[config.mk]
export PLATFORM = sky130hd
export DESIGN_NAME = prog_counter_array
export DESIGN_NICKNAME = d
export VERILOG_FILES = /design/src/prog_counter_array_pkg.sv /design/src/prog_counter_array.sv
export SDC_FILE = /design/constraint.sdc
export NUM_CORES = 1
export LEC_CHECK = 0
export BUFFER_PORTS_ARGS = -buffer_cell sky130_fd_sc_hd__buf_2
export CAP_MARGIN = 10
export CORE_MARGIN = 2
export CORE_UTILIZATION = 54
export DETAILED_ROUTE_END_ITERATION = 16
export PLACE_DENSITY = 0.82
export SETUP_SLACK_MARGIN = 0.2
export SLEW_MARGIN = 15
export SYNTH_ARGS = -nofsm -noshare
export SYNTH_HDL_FRONTEND = slang
export SYNTH_SLANG_ARGS = --single-unit
[constraint.sdc]
create_clock -name core_clk -period 5.6 [get_ports core_clk]
set_clock_uncertainty 0.15 [all_clocks]
set_input_delay 0.28 -clock core_clk [delete_from_list [all_inputs] [get_ports core_clk]]
set_output_delay 0.28 -clock core_clk [all_outputs]
set_load 0.02 [all_outputs]
[src/prog_counter_array_pkg.sv]
// Constants for the 16-bit modulation counter array block.
package prog_counter_array_pkg;
    localparam int NUM_MODULES = 5;
    localparam logic [7:0] CTRL_ADDR = 8'hD8;
    localparam logic [7:0] MODE_BASE = 8'hDA;
    localparam logic [7:0] CMP_LOW_BASE = 8'hE0;
    localparam logic [7:0] CMP_HIGH_BASE = 8'hE8;
    localparam logic [7:0] CNT_LOW_ADDR = 8'hF0;
    localparam logic [7:0] CNT_HIGH_ADDR = 8'hF1;
    localparam logic [7:0] CNT_CFG_ADDR = 8'hF2;
    localparam int CTRL_OVF_BIT = 7;
    localparam int CTRL_RUN_BIT = 6;
    localparam int MODE_WIDE_BIT = 7;
    localparam int MODE_CMP_EN_BIT = 6;
    localparam int MODE_MATCH_FN_BIT = 3;
    localparam int MODE_MOD_SEL_BIT = 1;
    localparam int MODE_IRQ_EN_BIT = 0;
    localparam int CFG_OVF_IRQ_BIT = 0;
    localparam logic [7:0] CTRL_RESET = 8'h00;
    localparam logic [7:0] MODE_RESET = 8'h00;
    localparam logic [7:0] CFG_RESET = 8'h00;
    localparam logic [15:0] CMP_RESET = 16'h0000;
    localparam logic [15:0] CNT_RESET = 16'h0000;
    localparam logic [15:0] CNT_LAST = 16'hFFFF;
endpackage : prog_counter_array_pkg

[src/prog_counter_array.sv]
// Counter array with per-module 16-bit pulse-width modulation and shared flags.
`timescale 1ns/1ps
`default_nettype none
module prog_counter_array
    import prog_counter_array_pkg::*;
(
    input wire logic core_clk,
    input wire logic rst,
    input wire logic [7:0] sfr_addr,
    input wire logic sfr_wr,
    input wire logic [7:0] sfr_wdata,
    input wire logic sfr_rd,
    output logic [7:0] sfr_rdata,
    output logic [NUM_MODULES-1:0] module_output_pin,
    output logic irq
);

    // Addresses below a slot wrap to large values, so one compare covers both ends.
    function automatic logic in_slot(input logic [7:0] addr, input logic [7:0] base);
        logic [7:0] d;
        d = addr - base;
        return d < 8'(NUM_MODULES);
    endfunction : in_slot

    function automatic logic [2:0] slot(input logic [7:0] addr, input logic [7:0] base);
        logic [7:0] d;
        d = addr - base;
        return d[2:0];
    endfunction : slot

    logic [15:0] count;
    logic [15:0] next_count;
    logic counter_run;
    logic counter_overflow_flag;
    logic overflow_irq_enable;
    logic [NUM_MODULES-1:0] module_match_flag;
    logic [7:0] module_mode_reg [NUM_MODULES];
    logic [15:0] compare_value [NUM_MODULES];
    logic ctrl_wr;
    logic cnt_low_wr;
    logic cnt_high_wr;
    logic cfg_wr;
    logic tick;
    logic overflow_evt;
    logic [NUM_MODULES-1:0] mode_wr;
    logic [NUM_MODULES-1:0] cmp_low_wr;
    logic [NUM_MODULES-1:0] cmp_high_wr;
    logic [NUM_MODULES-1:0] pwm_active;
    logic [NUM_MODULES-1:0] match_evt;
    logic [NUM_MODULES-1:0] match_irq;
    logic [7:0] next_rdata;

    always_comb
    begin
        ctrl_wr = sfr_wr && (sfr_addr == CTRL_ADDR);
        cnt_low_wr = sfr_wr && (sfr_addr == CNT_LOW_ADDR);
        cnt_high_wr = sfr_wr && (sfr_addr == CNT_HIGH_ADDR);
        cfg_wr = sfr_wr && (sfr_addr == CNT_CFG_ADDR);
        for (int i = 0; i < NUM_MODULES; i++)
        begin
            mode_wr[i] = sfr_wr && in_slot(sfr_addr, MODE_BASE)
                && (slot(sfr_addr, MODE_BASE) == 3'(i));
            cmp_low_wr[i] = sfr_wr && in_slot(sfr_addr, CMP_LOW_BASE)
                && (slot(sfr_addr, CMP_LOW_BASE) == 3'(i));
            cmp_high_wr[i] = sfr_wr && in_slot(sfr_addr, CMP_HIGH_BASE)
                && (slot(sfr_addr, CMP_HIGH_BASE) == 3'(i));
        end
    end

    // A software write to the counter takes priority over counting in that cycle.
    assign tick = counter_run && !cnt_low_wr && !cnt_high_wr;
    assign next_count = count + 16'h0001;
    assign overflow_evt = tick && (count == CNT_LAST);

    always_comb
    begin
        for (int i = 0; i < NUM_MODULES; i++)
        begin
            pwm_active[i] = module_mode_reg[i][MODE_CMP_EN_BIT]
                && module_mode_reg[i][MODE_MOD_SEL_BIT]
                && module_mode_reg[i][MODE_WIDE_BIT];
            match_evt[i] = tick && module_mode_reg[i][MODE_CMP_EN_BIT]
                && (next_count == compare_value[i]);
            match_irq[i] = module_match_flag[i] && module_mode_reg[i][MODE_IRQ_EN_BIT];
        end
    end

    always_ff @(posedge core_clk or posedge rst)
    begin
        if (rst)
            count <= CNT_RESET;
        else if (cnt_low_wr)
            count[7:0] <= sfr_wdata;
        else if (cnt_high_wr)
            count[15:8] <= sfr_wdata;
        else if (tick)
            count <= next_count;
    end

    always_ff @(posedge core_clk or posedge rst)
    begin
        if (rst)
            counter_run <= CTRL_RESET[CTRL_RUN_BIT];
        else if (ctrl_wr)
            counter_run <= sfr_wdata[CTRL_RUN_BIT];
    end

    // Hardware set wins over a software clear landing in the same cycle.
    always_ff @(posedge core_clk or posedge rst)
    begin
        if (rst)
            counter_overflow_flag <= CTRL_RESET[CTRL_OVF_BIT];
        else if (overflow_evt)
            counter_overflow_flag <= 1'b1;
        else if (ctrl_wr)
            counter_overflow_flag <= sfr_wdata[CTRL_OVF_BIT];
    end

    always_ff @(posedge core_clk or posedge rst)
    begin
        if (rst)
            overflow_irq_enable <= CFG_RESET[CFG_OVF_IRQ_BIT];
        else if (cfg_wr)
            overflow_irq_enable <= sfr_wdata[CFG_OVF_IRQ_BIT];
    end

    always_ff @(posedge core_clk or posedge rst)
    begin
        if (rst)
            module_match_flag <= CTRL_RESET[NUM_MODULES-1:0];
        else
            for (int i = 0; i < NUM_MODULES; i++)
                if (match_evt[i])
                    module_match_flag[i] <= 1'b1;
                else if (ctrl_wr)
                    module_match_flag[i] <= sfr_wdata[i];
    end

    always_ff @(posedge core_clk or posedge rst)
    begin
        if (rst)
            for (int i = 0; i < NUM_MODULES; i++)
                module_mode_reg[i] <= MODE_RESET;
        else
            for (int i = 0; i < NUM_MODULES; i++)
                if (mode_wr[i])
                    module_mode_reg[i] <= sfr_wdata;
                else if (cmp_low_wr[i])
                    module_mode_reg[i][MODE_CMP_EN_BIT] <= 1'b0;
                else if (cmp_high_wr[i])
                    module_mode_reg[i][MODE_CMP_EN_BIT] <= 1'b1;
    end

    always_ff @(posedge core_clk or posedge rst)
    begin
        if (rst)
            for (int i = 0; i < NUM_MODULES; i++)
                compare_value[i] <= CMP_RESET;
        else
            for (int i = 0; i < NUM_MODULES; i++)
                if (cmp_low_wr[i])
                    compare_value[i][7:0] <= sfr_wdata;
                else if (cmp_high_wr[i])
                    compare_value[i][15:8] <= sfr_wdata;
    end

    // The pin tracks the counter value being loaded, so counts below the compare value
    // are low and the rest high, which gives (65536 - compare) / 65536 high time.
    always_ff @(posedge core_clk or posedge rst)
    begin
        if (rst)
            module_output_pin <= '0;
        else
            for (int i = 0; i < NUM_MODULES; i++)
                if (!pwm_active[i])
                    module_output_pin[i] <= 1'b0;
                else if (tick && next_count == CNT_RESET)
                    module_output_pin[i] <= (compare_value[i] == CNT_RESET);
                else if (tick && next_count == compare_value[i])
                    module_output_pin[i] <= 1'b1;
    end

    assign irq = (counter_overflow_flag && overflow_irq_enable) || (|match_irq);

    always_comb
    begin
        next_rdata = 8'h00;
        if (sfr_addr == CTRL_ADDR)
            next_rdata = {counter_overflow_flag, counter_run, 1'b0, module_match_flag};
        else if (sfr_addr == CNT_LOW_ADDR)
            next_rdata = count[7:0];
        else if (sfr_addr == CNT_HIGH_ADDR)
            next_rdata = count[15:8];
        else if (sfr_addr == CNT_CFG_ADDR)
            next_rdata = {7'h00, overflow_irq_enable};
        else if (in_slot(sfr_addr, MODE_BASE))
            next_rdata = module_mode_reg[slot(sfr_addr, MODE_BASE)];
        else if (in_slot(sfr_addr, CMP_LOW_BASE))
            next_rdata = compare_value[slot(sfr_addr, CMP_LOW_BASE)][7:0];
        else if (in_slot(sfr_addr, CMP_HIGH_BASE))
            next_rdata = compare_value[slot(sfr_addr, CMP_HIGH_BASE)][15:8];
    end

    always_ff @(posedge core_clk or posedge rst)
    begin
        if (rst)
            sfr_rdata <= 8'h00;
        else if (sfr_rd)
            sfr_rdata <= next_rdata;
    end

    property p_inactive_low;
        @(posedge core_clk) disable iff (rst)
        !pwm_active[0] |=> !module_output_pin[0];
    endproperty
    a_inactive_low: assert property (p_inactive_low) else $error("output high while mode off");

    property p_match_high;
        @(posedge core_clk) disable iff (rst)
        pwm_active[0] && tick && next_count == compare_value[0] && next_count != CNT_RESET
            |=> module_output_pin[0];
    endproperty
    a_match_high: assert property (p_match_high) else $error("output not high after match");

    property p_overflow_low;
        @(posedge core_clk) disable iff (rst)
        pwm_active[0] && overflow_evt && compare_value[0] != CNT_RESET
            |=> !module_output_pin[0];
    endproperty
    a_overflow_low: assert property (p_overflow_low) else $error("output not low after wrap");

    property p_zero_stays_high;
        @(posedge core_clk) disable iff (rst)
        pwm_active[NUM_MODULES-1] && compare_value[NUM_MODULES-1] == CNT_RESET
            && module_output_pin[NUM_MODULES-1] && !sfr_wr
            |=> module_output_pin[NUM_MODULES-1];
    endproperty
    a_zero_stays_high: assert property (p_zero_stays_high) else $error("zero compare dropped");

    property p_low_write_clears;
        @(posedge core_clk) disable iff (rst)
        cmp_low_wr[0] |=> !module_mode_reg[0][MODE_CMP_EN_BIT] ##1 !module_output_pin[0];
    endproperty
    a_low_write_clears: assert property (p_low_write_clears) else $error("enable not cleared");

    property p_high_write_sets;
        @(posedge core_clk) disable iff (rst)
        cmp_high_wr[0] |=> module_mode_reg[0][MODE_CMP_EN_BIT];
    endproperty
    a_high_write_sets: assert property (p_high_write_sets) else $error("enable not set");

    property p_match_flag_sticky;
        @(posedge core_clk) disable iff (rst)
        match_evt[0] |=> module_match_flag[0] && (module_mode_reg[0][MODE_IRQ_EN_BIT] -> irq);
    endproperty
    a_match_flag_sticky: assert property (p_match_flag_sticky) else $error("match flag lost");

    property p_overflow_flag;
        @(posedge core_clk) disable iff (rst)
        overflow_evt |=> counter_overflow_flag && count == CNT_RESET;
    endproperty
    a_overflow_flag: assert property (p_overflow_flag) else $error("overflow flag not set");

    property p_flag_holds;
        @(posedge core_clk) disable iff (rst)
        counter_overflow_flag && !ctrl_wr |=> counter_overflow_flag;
    endproperty
    a_flag_holds: assert property (p_flag_holds) else $error("overflow flag cleared");

    property p_counter_stops;
        @(posedge core_clk) disable iff (rst)
        !counter_run && !cnt_low_wr && !cnt_high_wr |=> $stable(count);
    endproperty
    a_counter_stops: assert property (p_counter_stops) else $error("counter moved while stopped");

endmodule : prog_counter_array
`default_nettype wire

==> metrics, run 1 <==
flop2flop setup slack 1570 ps; Skew-Pair Late Insertion Delay 450 ps; antenna cells 0; gr ovfl total 0; Final Setup Violations 0; Die W 142 um; Worst-path clk slew ~70 ps; vias in the first global route 8,839; total CTS buffers 17; FF+latch area ~4000 um2; Max Slew Vio Count 0; die area 20,300 um2; WL final 36.5 mm; first-pass GRT wire length 55.2 mm; Peak Freq about 250 MHz; htree depth 4; internal power 2.13 mW; worst reg2reg path depth 8; Clk pwr share 0.365; Synth Flop Type dfrtp_1; critical path class reg -> reg; Initial DRC Count 1,419; Die Height 142 um; Clk Tree Root Cell clkbuf_16; outcome complete, no violations; switching part of the total power 0.344; Worst R2R Start count[0]; P&R area growth vs syn 7.95%; ys async rst share 1.00; Placer Congestion around 1; Fill cells around 1,600; fin nets ~1,100; multi-input logic area 6020 um2; ANT nets after route 0; static leakage just under 5 nW; initial antenna violation count 0; YS warnings 0; Mapped Avg Cell Area a little under 10 um2; sequential share of power 0.426; Final Hold Vio Count 0; Final Critical Period 4030 ps; port bufs 33; Netlist cell types 81; Worst Min Path Start sfr_rd; row count 50; HP Class in -> reg; Final HPWL DP 25.3 mm; io pins 34; Initial Utilization 0.551; CTS sink count approximately 160; top cell type by total area after synthesis dfrtp_1; Post-Synthesis Cell Area 10,300 um2; crit path max fanout 16; CTS max path bufs 2; Max-slew headroom 0.285; data required time of the worst path roughly 5800 ps; Setup crit end kind flop; FF-to-FF End module_output_pin[4]; Via-to-Cell Ratio approximately 7; via count 9,337; hold path cells 2; largest net degree at the start of global routing roughly 120; number of max-cap violations 0; total core area 18,800 um2; Post-synth EDFFs 0; layout cells sized above 1 0.212; Pwr per Cell Area 291 nW/um2; gr usage total 0.370; unrepaired setup endpoints after global routing false; clock tree from TritonCTS built; Comb pwr share 0.208; DRC violation count after routing 0; CP startpoint count[0]; Psw 1.12 mW; cells taking the most area after synthesis dfrtp_1, mux2_2, xnor2_1; Worst setup SP type flop; period utilization 0.720; share of the synthesized area in the top cell type 0.380; Finished Core Util 0.595; crit path DAT 4220 ps; most common cell in the netlist dfrtp_1; VDD IR max ~240 uV; Seq/Total Area, Yosys 0.380; Resized Gates After CTS 0; DR WL/cell about 28 um; FF+latch count, synth 157; Setup TNS Final 0 ps; post-synthesis instance total approximately 1,100; Slew @ Worst Pin 1050 ps; Commonest cells post-synth dfrtp_1, mux2_2, nand2_1; Min-Delay Endpoint sfr_rdata[5]; number of flip-flops in the largest register 80; post-synthesis net count ~1,100; drt pass-1 iters 9
==> cell families (layout without fill, tap and decap cells) <==
logic type,after synthesis,in the layout,synth area share
xor gates and xnor gates,98,98,0.0902
and+or+nand+nor,332,332,0.174
muxes,140,140,0.159
adders and majority gates,7,7,0.00847
AOI/OAI and AO/OA,233,233,0.150
DFF,157,157,0.380
buffers and inverters,97,94,0.0384
==> layout by cell type (no fill, tap or decap), types with 8 or more instances in the layout <==
cell type,count
a211oi_1,12
a21oi_1,46
a22oi_1,10
a31oi_1,10
and3_1,19
buf_2,33
clkbuf_16,17
dfrtp_1,157
inv_1,20
mux2_2,114
mux2i_1,18
mux4_2,8
nand2_1,99
nand3_1,32
nand4_1,22
nor2_1,49
nor3_1,12
nor4_1,31
o211ai_1,11
o21ai_0,57
o221ai_1,9
o22ai_1,17
xnor2_1,55
xor2_1,34
==> power by group through the flow <==
stage | registers [mW] | clock network [mW] | logic (mW)
3_3_place_gp | 1.39 | 0 | 0.646
2_1_floorplan | 1.29 | 0 | 0.554
4_1_cts | 1.37 | 1.18 | 0.657
5_1_grt | 1.39 | 1.24 | 0.731
6_report | 1.39 | 1.19 | 0.677
3_5_place_dp | 1.39 | 0 | 0.652
==> timing repair <==
action                    CTS  global route
hold endpoints to repair   48             0
hold buffers                1             0
buffers inserted            0             0
==> stage by stage <==
stage / power (mW) / hold WS, ps / cells / cell area (um2) / setup slack [ps]
after floorplan: 1.84 / 247 / 1064 / 10300 / 935
after global placement: 2.04 / 334 / 1261 / 10500 / 1440
after detailed placement: 2.05 / 336 / 1261 / 10500 / 1270
after CTS: 3.21 / 16.2 / 1294 / 11100 / 1710
after global routing: 3.36 / 32.6 / 1295 / 11200 / 1380
final: 3.25 / 31.5 / 1295 / 11200 / 1570
==> worst max-delay path by stage <==
stage / end / depth (start not counted) / slack, ps
finish: module_output_pin[4] / 8 / 1570
global route: module_output_pin[0] / 8 / 1380
floorplan: compare_value[0] / 1 / 940
CTS: module_output_pin[4] / 8 / 1710
detailed placement: module_mode_reg[9] / 7 / 1270
global placement: module_mode_reg[10] / 7 / 1440
==> cell type report <==
class	instances	share of cell area
inverter	22	0.00785
multi-input combinational	810	0.539
timing repair buffer	40	0.0215
tap	234	0.0262
sequential	157	0.352
clock inverter	13	0.0132
clock buffer	19	0.0397
==> worst max-delay path: stages, from the launching register on <==
cell	delay (ps)
dfrtp_1	670
ha_1	620
nand4_2	320
nor4_1	480
xnor2_2	310
nand4_1	250
nor4_4	810
a21oi_1	150
o31a_1	140
==> routing by layer <==
layer | global-route usage | wire length [um]
met3 | 0.105 | 4550
met1 | 0.503 | 14200
met2 | 0.539 | 15300
met5 | 0.0276 | 69
met4 | 0.189 | 2300
Power figures use the tool's default switching activity.
==> run 2: changes to the inputs <==
- ABC_AREA: not set -> 1
- PLACE_DENSITY: 0.82 -> 0.85
- clock period: 5.6 -> 3.4 ns (I/O delays scaled with it)
==> run 2 against run 1 <==
Against the previous run: area after synthesis fell by 6.5%; synthesized cell count rose by 24%; via count rose by 4.5%; wire length fell by 5.1%; power rose by 97%; setup slack got worse by 970 ps; register-to-register slack got worse by 970 ps.
==> metrics, run 2 <==
FF+latch count, synth 157; Initial Utilization 0.555; Max Slew Vio Count 0; Synth Flop Type dfrtp_1; cells along the critical path ha_1 -> nand2_2 -> nor2_4 -> nand3_1 -> nand2_2 -> nand2_1 -> nor2_1 -> nand4_1 -> nor2_4 -> nand2_1 -> nand2_1 -> a21oi_1; gr usage total 0.378; switching part of the total power 0.424; Final HPWL DP 25.3 mm; number of max-cap violations 0; CP max stage cell dfrtp_1; number of flip-flops in the largest register 80; io pins 34; CTS sink count 157; drt pass-1 iters 6; Setup TNS Final 0 ps; P&R area growth vs syn 10.6%; ANT nets after route 0; hold path cells 4; port bufs 33; fin cells between 1,500 and 2,000; WL final 34.6 mm; Clk Tree Root Cell clkbuf_16; top cell type by total area after synthesis dfrtp_1; Psw 2.71 mW; Post-synth EDFFs 0; Setup crit end kind flop; Max stage delay on crit path 450 ps; Worst setup SP type flop; Pwr per Cell Area ~600 nW/um2; post-synthesis instance total approximately 1,300; largest net degree at the start of global routing between 90 and 100; total core area roughly 17,000 um2; cells taking the most area after synthesis dfrtp_1, nand2_1, o21ai_0; Slew @ Worst Pin 1010 ps; Comb pwr share 0.339; VDD IR max 585 uV; data required time of the worst path 3570 ps; worst reg2reg path depth 12; vias in the first global route 9,067; kind of cell adding the most delay to the critical path simple AND/OR/NAND/NOR gates; Skew-Pair Late Insertion Delay 440 ps; Cells after DPL 1,542; Netlist cell types 48; Commonest cells post-synth nand2_1, dfrtp_1, o21ai_0; row count 48; static leakage 5.04 nW; critical path class reg -> reg; Final Critical Period roughly 2800 ps; Die Height approximately 140 um; Worst Min Path Start sfr_addr[5]; ys async rst share 1.00; unrepaired setup endpoints after global routing false; Peak Freq 356 MHz; clock tree from TritonCTS built; Worst-path clk slew 70 ps; Worst R2R Start count[1]; outcome complete, no violations; first-pass GRT wire length 52.5 mm; post-synthesis net count 1,343; YS warnings 0; most common cell in the netlist nand2_1; Min-Delay Endpoint sfr_rdata[7]; Placer Congestion 1.05; Die W around 140 um; crit path max fanout 10; initial antenna violation count 0; htree depth 4; total CTS buffers 17; Clk pwr share 0.301; Initial DRC Count around 1,400; internal power 3.68 mW; most numerous cell on the critical path nand2_1; antenna cells 0; share of the synthesized area in the top cell type 0.406; DRC violation count after routing 0; sequential share of power 0.361; HP Class in -> reg; crit path DAT about 3000 ps; crit path buf inv count 0; via count 9,754; DR WL/cell about 22 um; period utilization 0.825; fin nets 1,373; layout cells sized above 1 0.132; gr ovfl total 0; Setup Fix Bufs, Post-CTS 0; CTS max path bufs 2; most frequent cells in the layout nand2_1, dfrtp_1, o21ai_0; die area 19,000 um2; flop2flop setup slack between 500 and 600 ps; Seq/Total Area, Yosys 0.406; Finished Core Util 0.614; Final Setup Violations 0; Mapped Avg Cell Area roughly 7.3 um2; Post-Synthesis Cell Area 9670 um2; Final Hold Vio Count 0; FF-to-FF End module_output_pin[0]; Via-to-Cell Ratio 6.16; most common cell after layout, fill and taps aside nand2_1; Max-slew headroom 0.324
-- run 2: changes by cell type after synthesis, sizes merged, moves of 12 or more --
cell,delta
a211oi,-12
and3,-19
clkbuf,-19
inv,+102
mux2,-114
mux2i,-17
nand2,+328
nand3,+48
nor2,+43
nor4,-13
o21ai,+110
xnor2,-52
-- run 2: power by group through the flow --
| stage | registers, mW | clock network, mW | logic [mW] |
|---|---|---|---|
| floorplan | 2.26 | 0 | 1.45 |
| global placement | 2.32 | 0 | 2.03 |
| detailed placement | 2.32 | 0 | 2.06 |
| CTS | 2.29 | 1.93 | 2.08 |
| global route | 2.33 | 2.00 | 2.35 |
| finish | 2.31 | 1.92 | 2.16 |
-- run 2: kinds of logic (layout without fill, tap and decap cells) --
logic type | Yosys count | in the layout | synth area share
mux | 1 | 1 | 0.00104
xor+xnor | 36 | 36 | 0.0326
flops | 157 | 157 | 0.406
simple gates | 673 | 673 | 0.309
buf+inv | 173 | 216 | 0.0757
compound gates | 269 | 269 | 0.166
fa+ha+maj | 7 | 7 | 0.00906
-- run 2: worst register-to-register path, delay by kind of cell (launching register included) --
family                     cells  cell delay, ps
AOI/OAI and AO/OA              1              40
DFF                            1             450
and+or+nand+nor               10            1680
adders and majority gates      1             370
-- run 2: cell type report --
cell class,count,area (um2)
clock inverters,15,171
flip-flops and latches,157,3930
inverters,125,479
repair buffers,59,398
clock buffers,17,425
fillers,1592,6720
well taps,225,282
multi-input cells,986,5010
-- run 2: worst max-delay path by stage --
stage                 from              endpoint  slack [ps]  cells after the start
2_1_floorplan  sfr_addr[2]   module_mode_reg[38]        1050                     13
3_3_place_gp   sfr_addr[2]   module_mode_reg[22]         640                     14
3_5_place_dp   sfr_addr[2]   module_mode_reg[30]         600                     14
4_1_cts           count[1]  module_output_pin[0]         670                     12
5_1_grt           count[1]  module_output_pin[4]         440                     12
6_report          count[1]  module_output_pin[0]         590                     12
-- run 2: stage by stage --
| step | setup WS [ps] | power [mW] | area (um2) | hold WS, ps |
|---|---|---|---|---|
| floorplan | 1050 | 3.71 | 9670 | 141 |
| global placement | 640 | 4.36 | 10000 | 62.3 |
| finish | 594 | 6.39 | 10700 | 73.2 |
| detailed placement | 599 | 4.38 | 10000 | 72.3 |
| CTS | 668 | 6.30 | 10700 | 62.4 |
| global route | 438 | 6.68 | 10700 | 89.3 |
-- run 2: what timing repair did --
action | in CTS | in global routing
hold endpoints to repair | 43 | 0
hold buffers | 10 | 0
resized for setup | 0 | 0
endpoints found under the setup margin | 0 | 0
-- run 2: layer usage --
| layer | part of all wire | wire length (um) | up-vias | global-route usage |
|---|---|---|---|---|
| li1 | - | - | 4429 | - |
| met1 | 0.41 | 14100 | 4545 | 0.523 |
| met2 | 0.43 | 14800 | 669 | 0.550 |
| met3 | 0.11 | 3950 | 111 | 0.0982 |
| met4 | 0.050 | 1730 | 0 | 0.185 |
| met5 | 0 | 0 | - | 0 |
==> run 3: changes to the inputs <==
- PLACE_DENSITY: 0.85 -> 0.82
- clock period: 3.4 -> 2.9 ns (I/O delays scaled with it)
==> run 3 against run 2 <==
Against the previous run: global-route usage increased by 1.6 points; final cell count increased by 1.0%; critical path depth decreased by 1; highest routed layer unchanged; via count increased by 0.59%; hold slack improved by 16 ps; sequential power increased by 17%; cell area increased by 1.3%; maximum frequency increased by 12%; setup slack got worse by 200 ps; power increased by 20%; sequential share of layout area decreased by 0.48 points.
==> metrics, run 3 (same netlist as run 2, synthesis figures left out) <==
met2 Usage GRT 0.575; cells along the critical path ha_2 -> nand2_2 -> nor2_4 -> nand4_1 -> nand2_1 -> buf_4 -> xor2_1 -> nand3_1 -> nor2_1 -> nand2_1 -> a21oi_1; outcome complete, no violations; Initial DRC Count 1,280; io pins 34; Worst setup SP type flop; Die Height 138 um; Max-slew headroom 0.390; total core area between 15,000 and 20,000 um2; Clk Tree Root Cell clkbuf_16; Final Critical Period 2500 ps; vias in the first global route 9,068; Power Total between 7 and 8 mW; most common cell after layout, fill and taps aside nand2_1; largest net degree at the start of global routing 89; htree depth 4; CTS sink count around 160; Max Slew Vio Count 0; CP max stage cell dfrtp_1; static leakage 5.13 nW; ANT nets after route 0; WL final 35.8 mm; Via-to-Cell Ratio slightly above 6; GR Util met3 0.0971; first-pass GRT wire length 53.9 mm; data required time of the worst path 3130 ps; kind of cell adding the most delay to the critical path simple AND/OR/NAND/NOR gates; Die W 138 um; DR WL/cell 22.4 um; Initial Utilization 0.555; Pwr per Cell Area around 710 nW/um2; clock tree from TritonCTS built; total CTS buffers 17; via count 9,812; Worst-path clk slew roughly 70 ps; instance count on the critical path 11; Top Usage Layer GRT met2; GRT met1 Usage 0.548; Skew-Pair Late Insertion Delay 460 ps; antenna cells 0; Peak Freq 399 MHz; crit path max fanout 6; Final Setup Violations 0; layout cells sized above 1 0.143; Fill cells 1,587; die area 19,000 um2; HP Class in -> reg; hold path cells 5; Setup TNS Final 0 ps; worst reg2reg path depth 11; Max stage delay on crit path 450 ps; fin cells 1,600; critical path class reg -> reg; initial antenna violation count 0; gr ovfl total 0; number of flip-flops in the largest register 80; unrepaired setup endpoints after global routing false; Placement Setup Slack 416 ps; port bufs 33; FF+latch area 3930 um2; VDD IR max 621 uV; P&R area growth vs syn 12.1%; Final Hold Vio Count 0; drt pass-1 iters 7; most numerous cell on the critical path nand2_1; multi-input logic area about 5000 um2; period utilization 0.864; Final HPWL DP 26.2 mm; crit path DAT 2730 ps; CTS max path bufs 2; most frequent cells in the layout nand2_1, dfrtp_1, o21ai_0; row count 48; crit path buf inv count 1; PnR worst setup slack about 400 ps; Setup Fix Bufs, Post-CTS 0; Slew @ Worst Pin 913 ps; Setup crit end kind flop; fin nets 1,389; Placer Congestion 1.08; DRC violation count after routing 0; Hold WS 89.6 ps; Cells after DPL 1,558; gr usage total 0.394; number of max-cap violations 0
==> run 3: changes by cell type in the layout (fill, tap and decap cells not counted), moves of 2 or more <==
cell and change:
inv_8 -2, clkinv_8 +2, clkinv_4 +2, buf_4 +16
clkinvlp_4 -2
==> run 3: tightest hold or removal path, delay by kind of cell <==
family | cells | cell delay, ps
buffers and inverters | 1 | 190
muxes | 1 | 110
and+or+nand+nor | 3 | 210
==> run 3: area by class of cell <==
class / instances / share of cell area
Sequential cell: 157 / 0.363
Clock buffer: 17 / 0.0393
Clock inverter: 15 / 0.0177
Multi-Input combinational cell: 986 / 0.462
Inverter: 125 / 0.0442
Tap cell: 225 / 0.0260
Timing Repair Buffer: 75 / 0.0478
==> run 3: metal layers <==
metal  vias up  part of all wire
li1       4467                 -
met1      4581              0.41
met2       646              0.42
met3       118              0.12
met4         0             0.056
met5         -                 0
==> run 3: final timing paths <==
path / startpoint / end / slack [ps]
min: sfr_addr[3] / overflow_irq_enable / 90
max in group asynchronous: rst / module_mode_reg[0] / 1630
max: count[1] / module_output_pin[3] / 400
max reg2reg: count[1] / module_output_pin[3] / 400
min reg2reg: module_mode_reg[21] / module_mode_reg[21] / 340
min in group asynchronous: rst / compare_value[64] / 140
==> run 3: through the flow <==
stage,cell area (um2),util
3_3_place_gp,10100,0.581
4_1_cts,10800,0.622
3_5_place_dp,10100,0.581
2_1_floorplan,9670,-
6_report,10800,0.622
5_1_grt,10800,0.622
==> run 3: repair_timing <==
action / in CTS / in global routing
hold endpoints to repair: 50 / 0
resized for setup: 0 / 1
endpoints found under the setup margin: 0 / 2
hold buffers: 10 / 0
==> run 3: report_power, final <==
group | internal (mW) | total (mW) | switching (mW)
Clock | 1.17 | 2.32 | 1.14
Sequential | 2.40 | 2.71 | 0.305
Combinational | 0.808 | 2.65 | 1.84
Total | 4.38 | 7.67 | 3.28
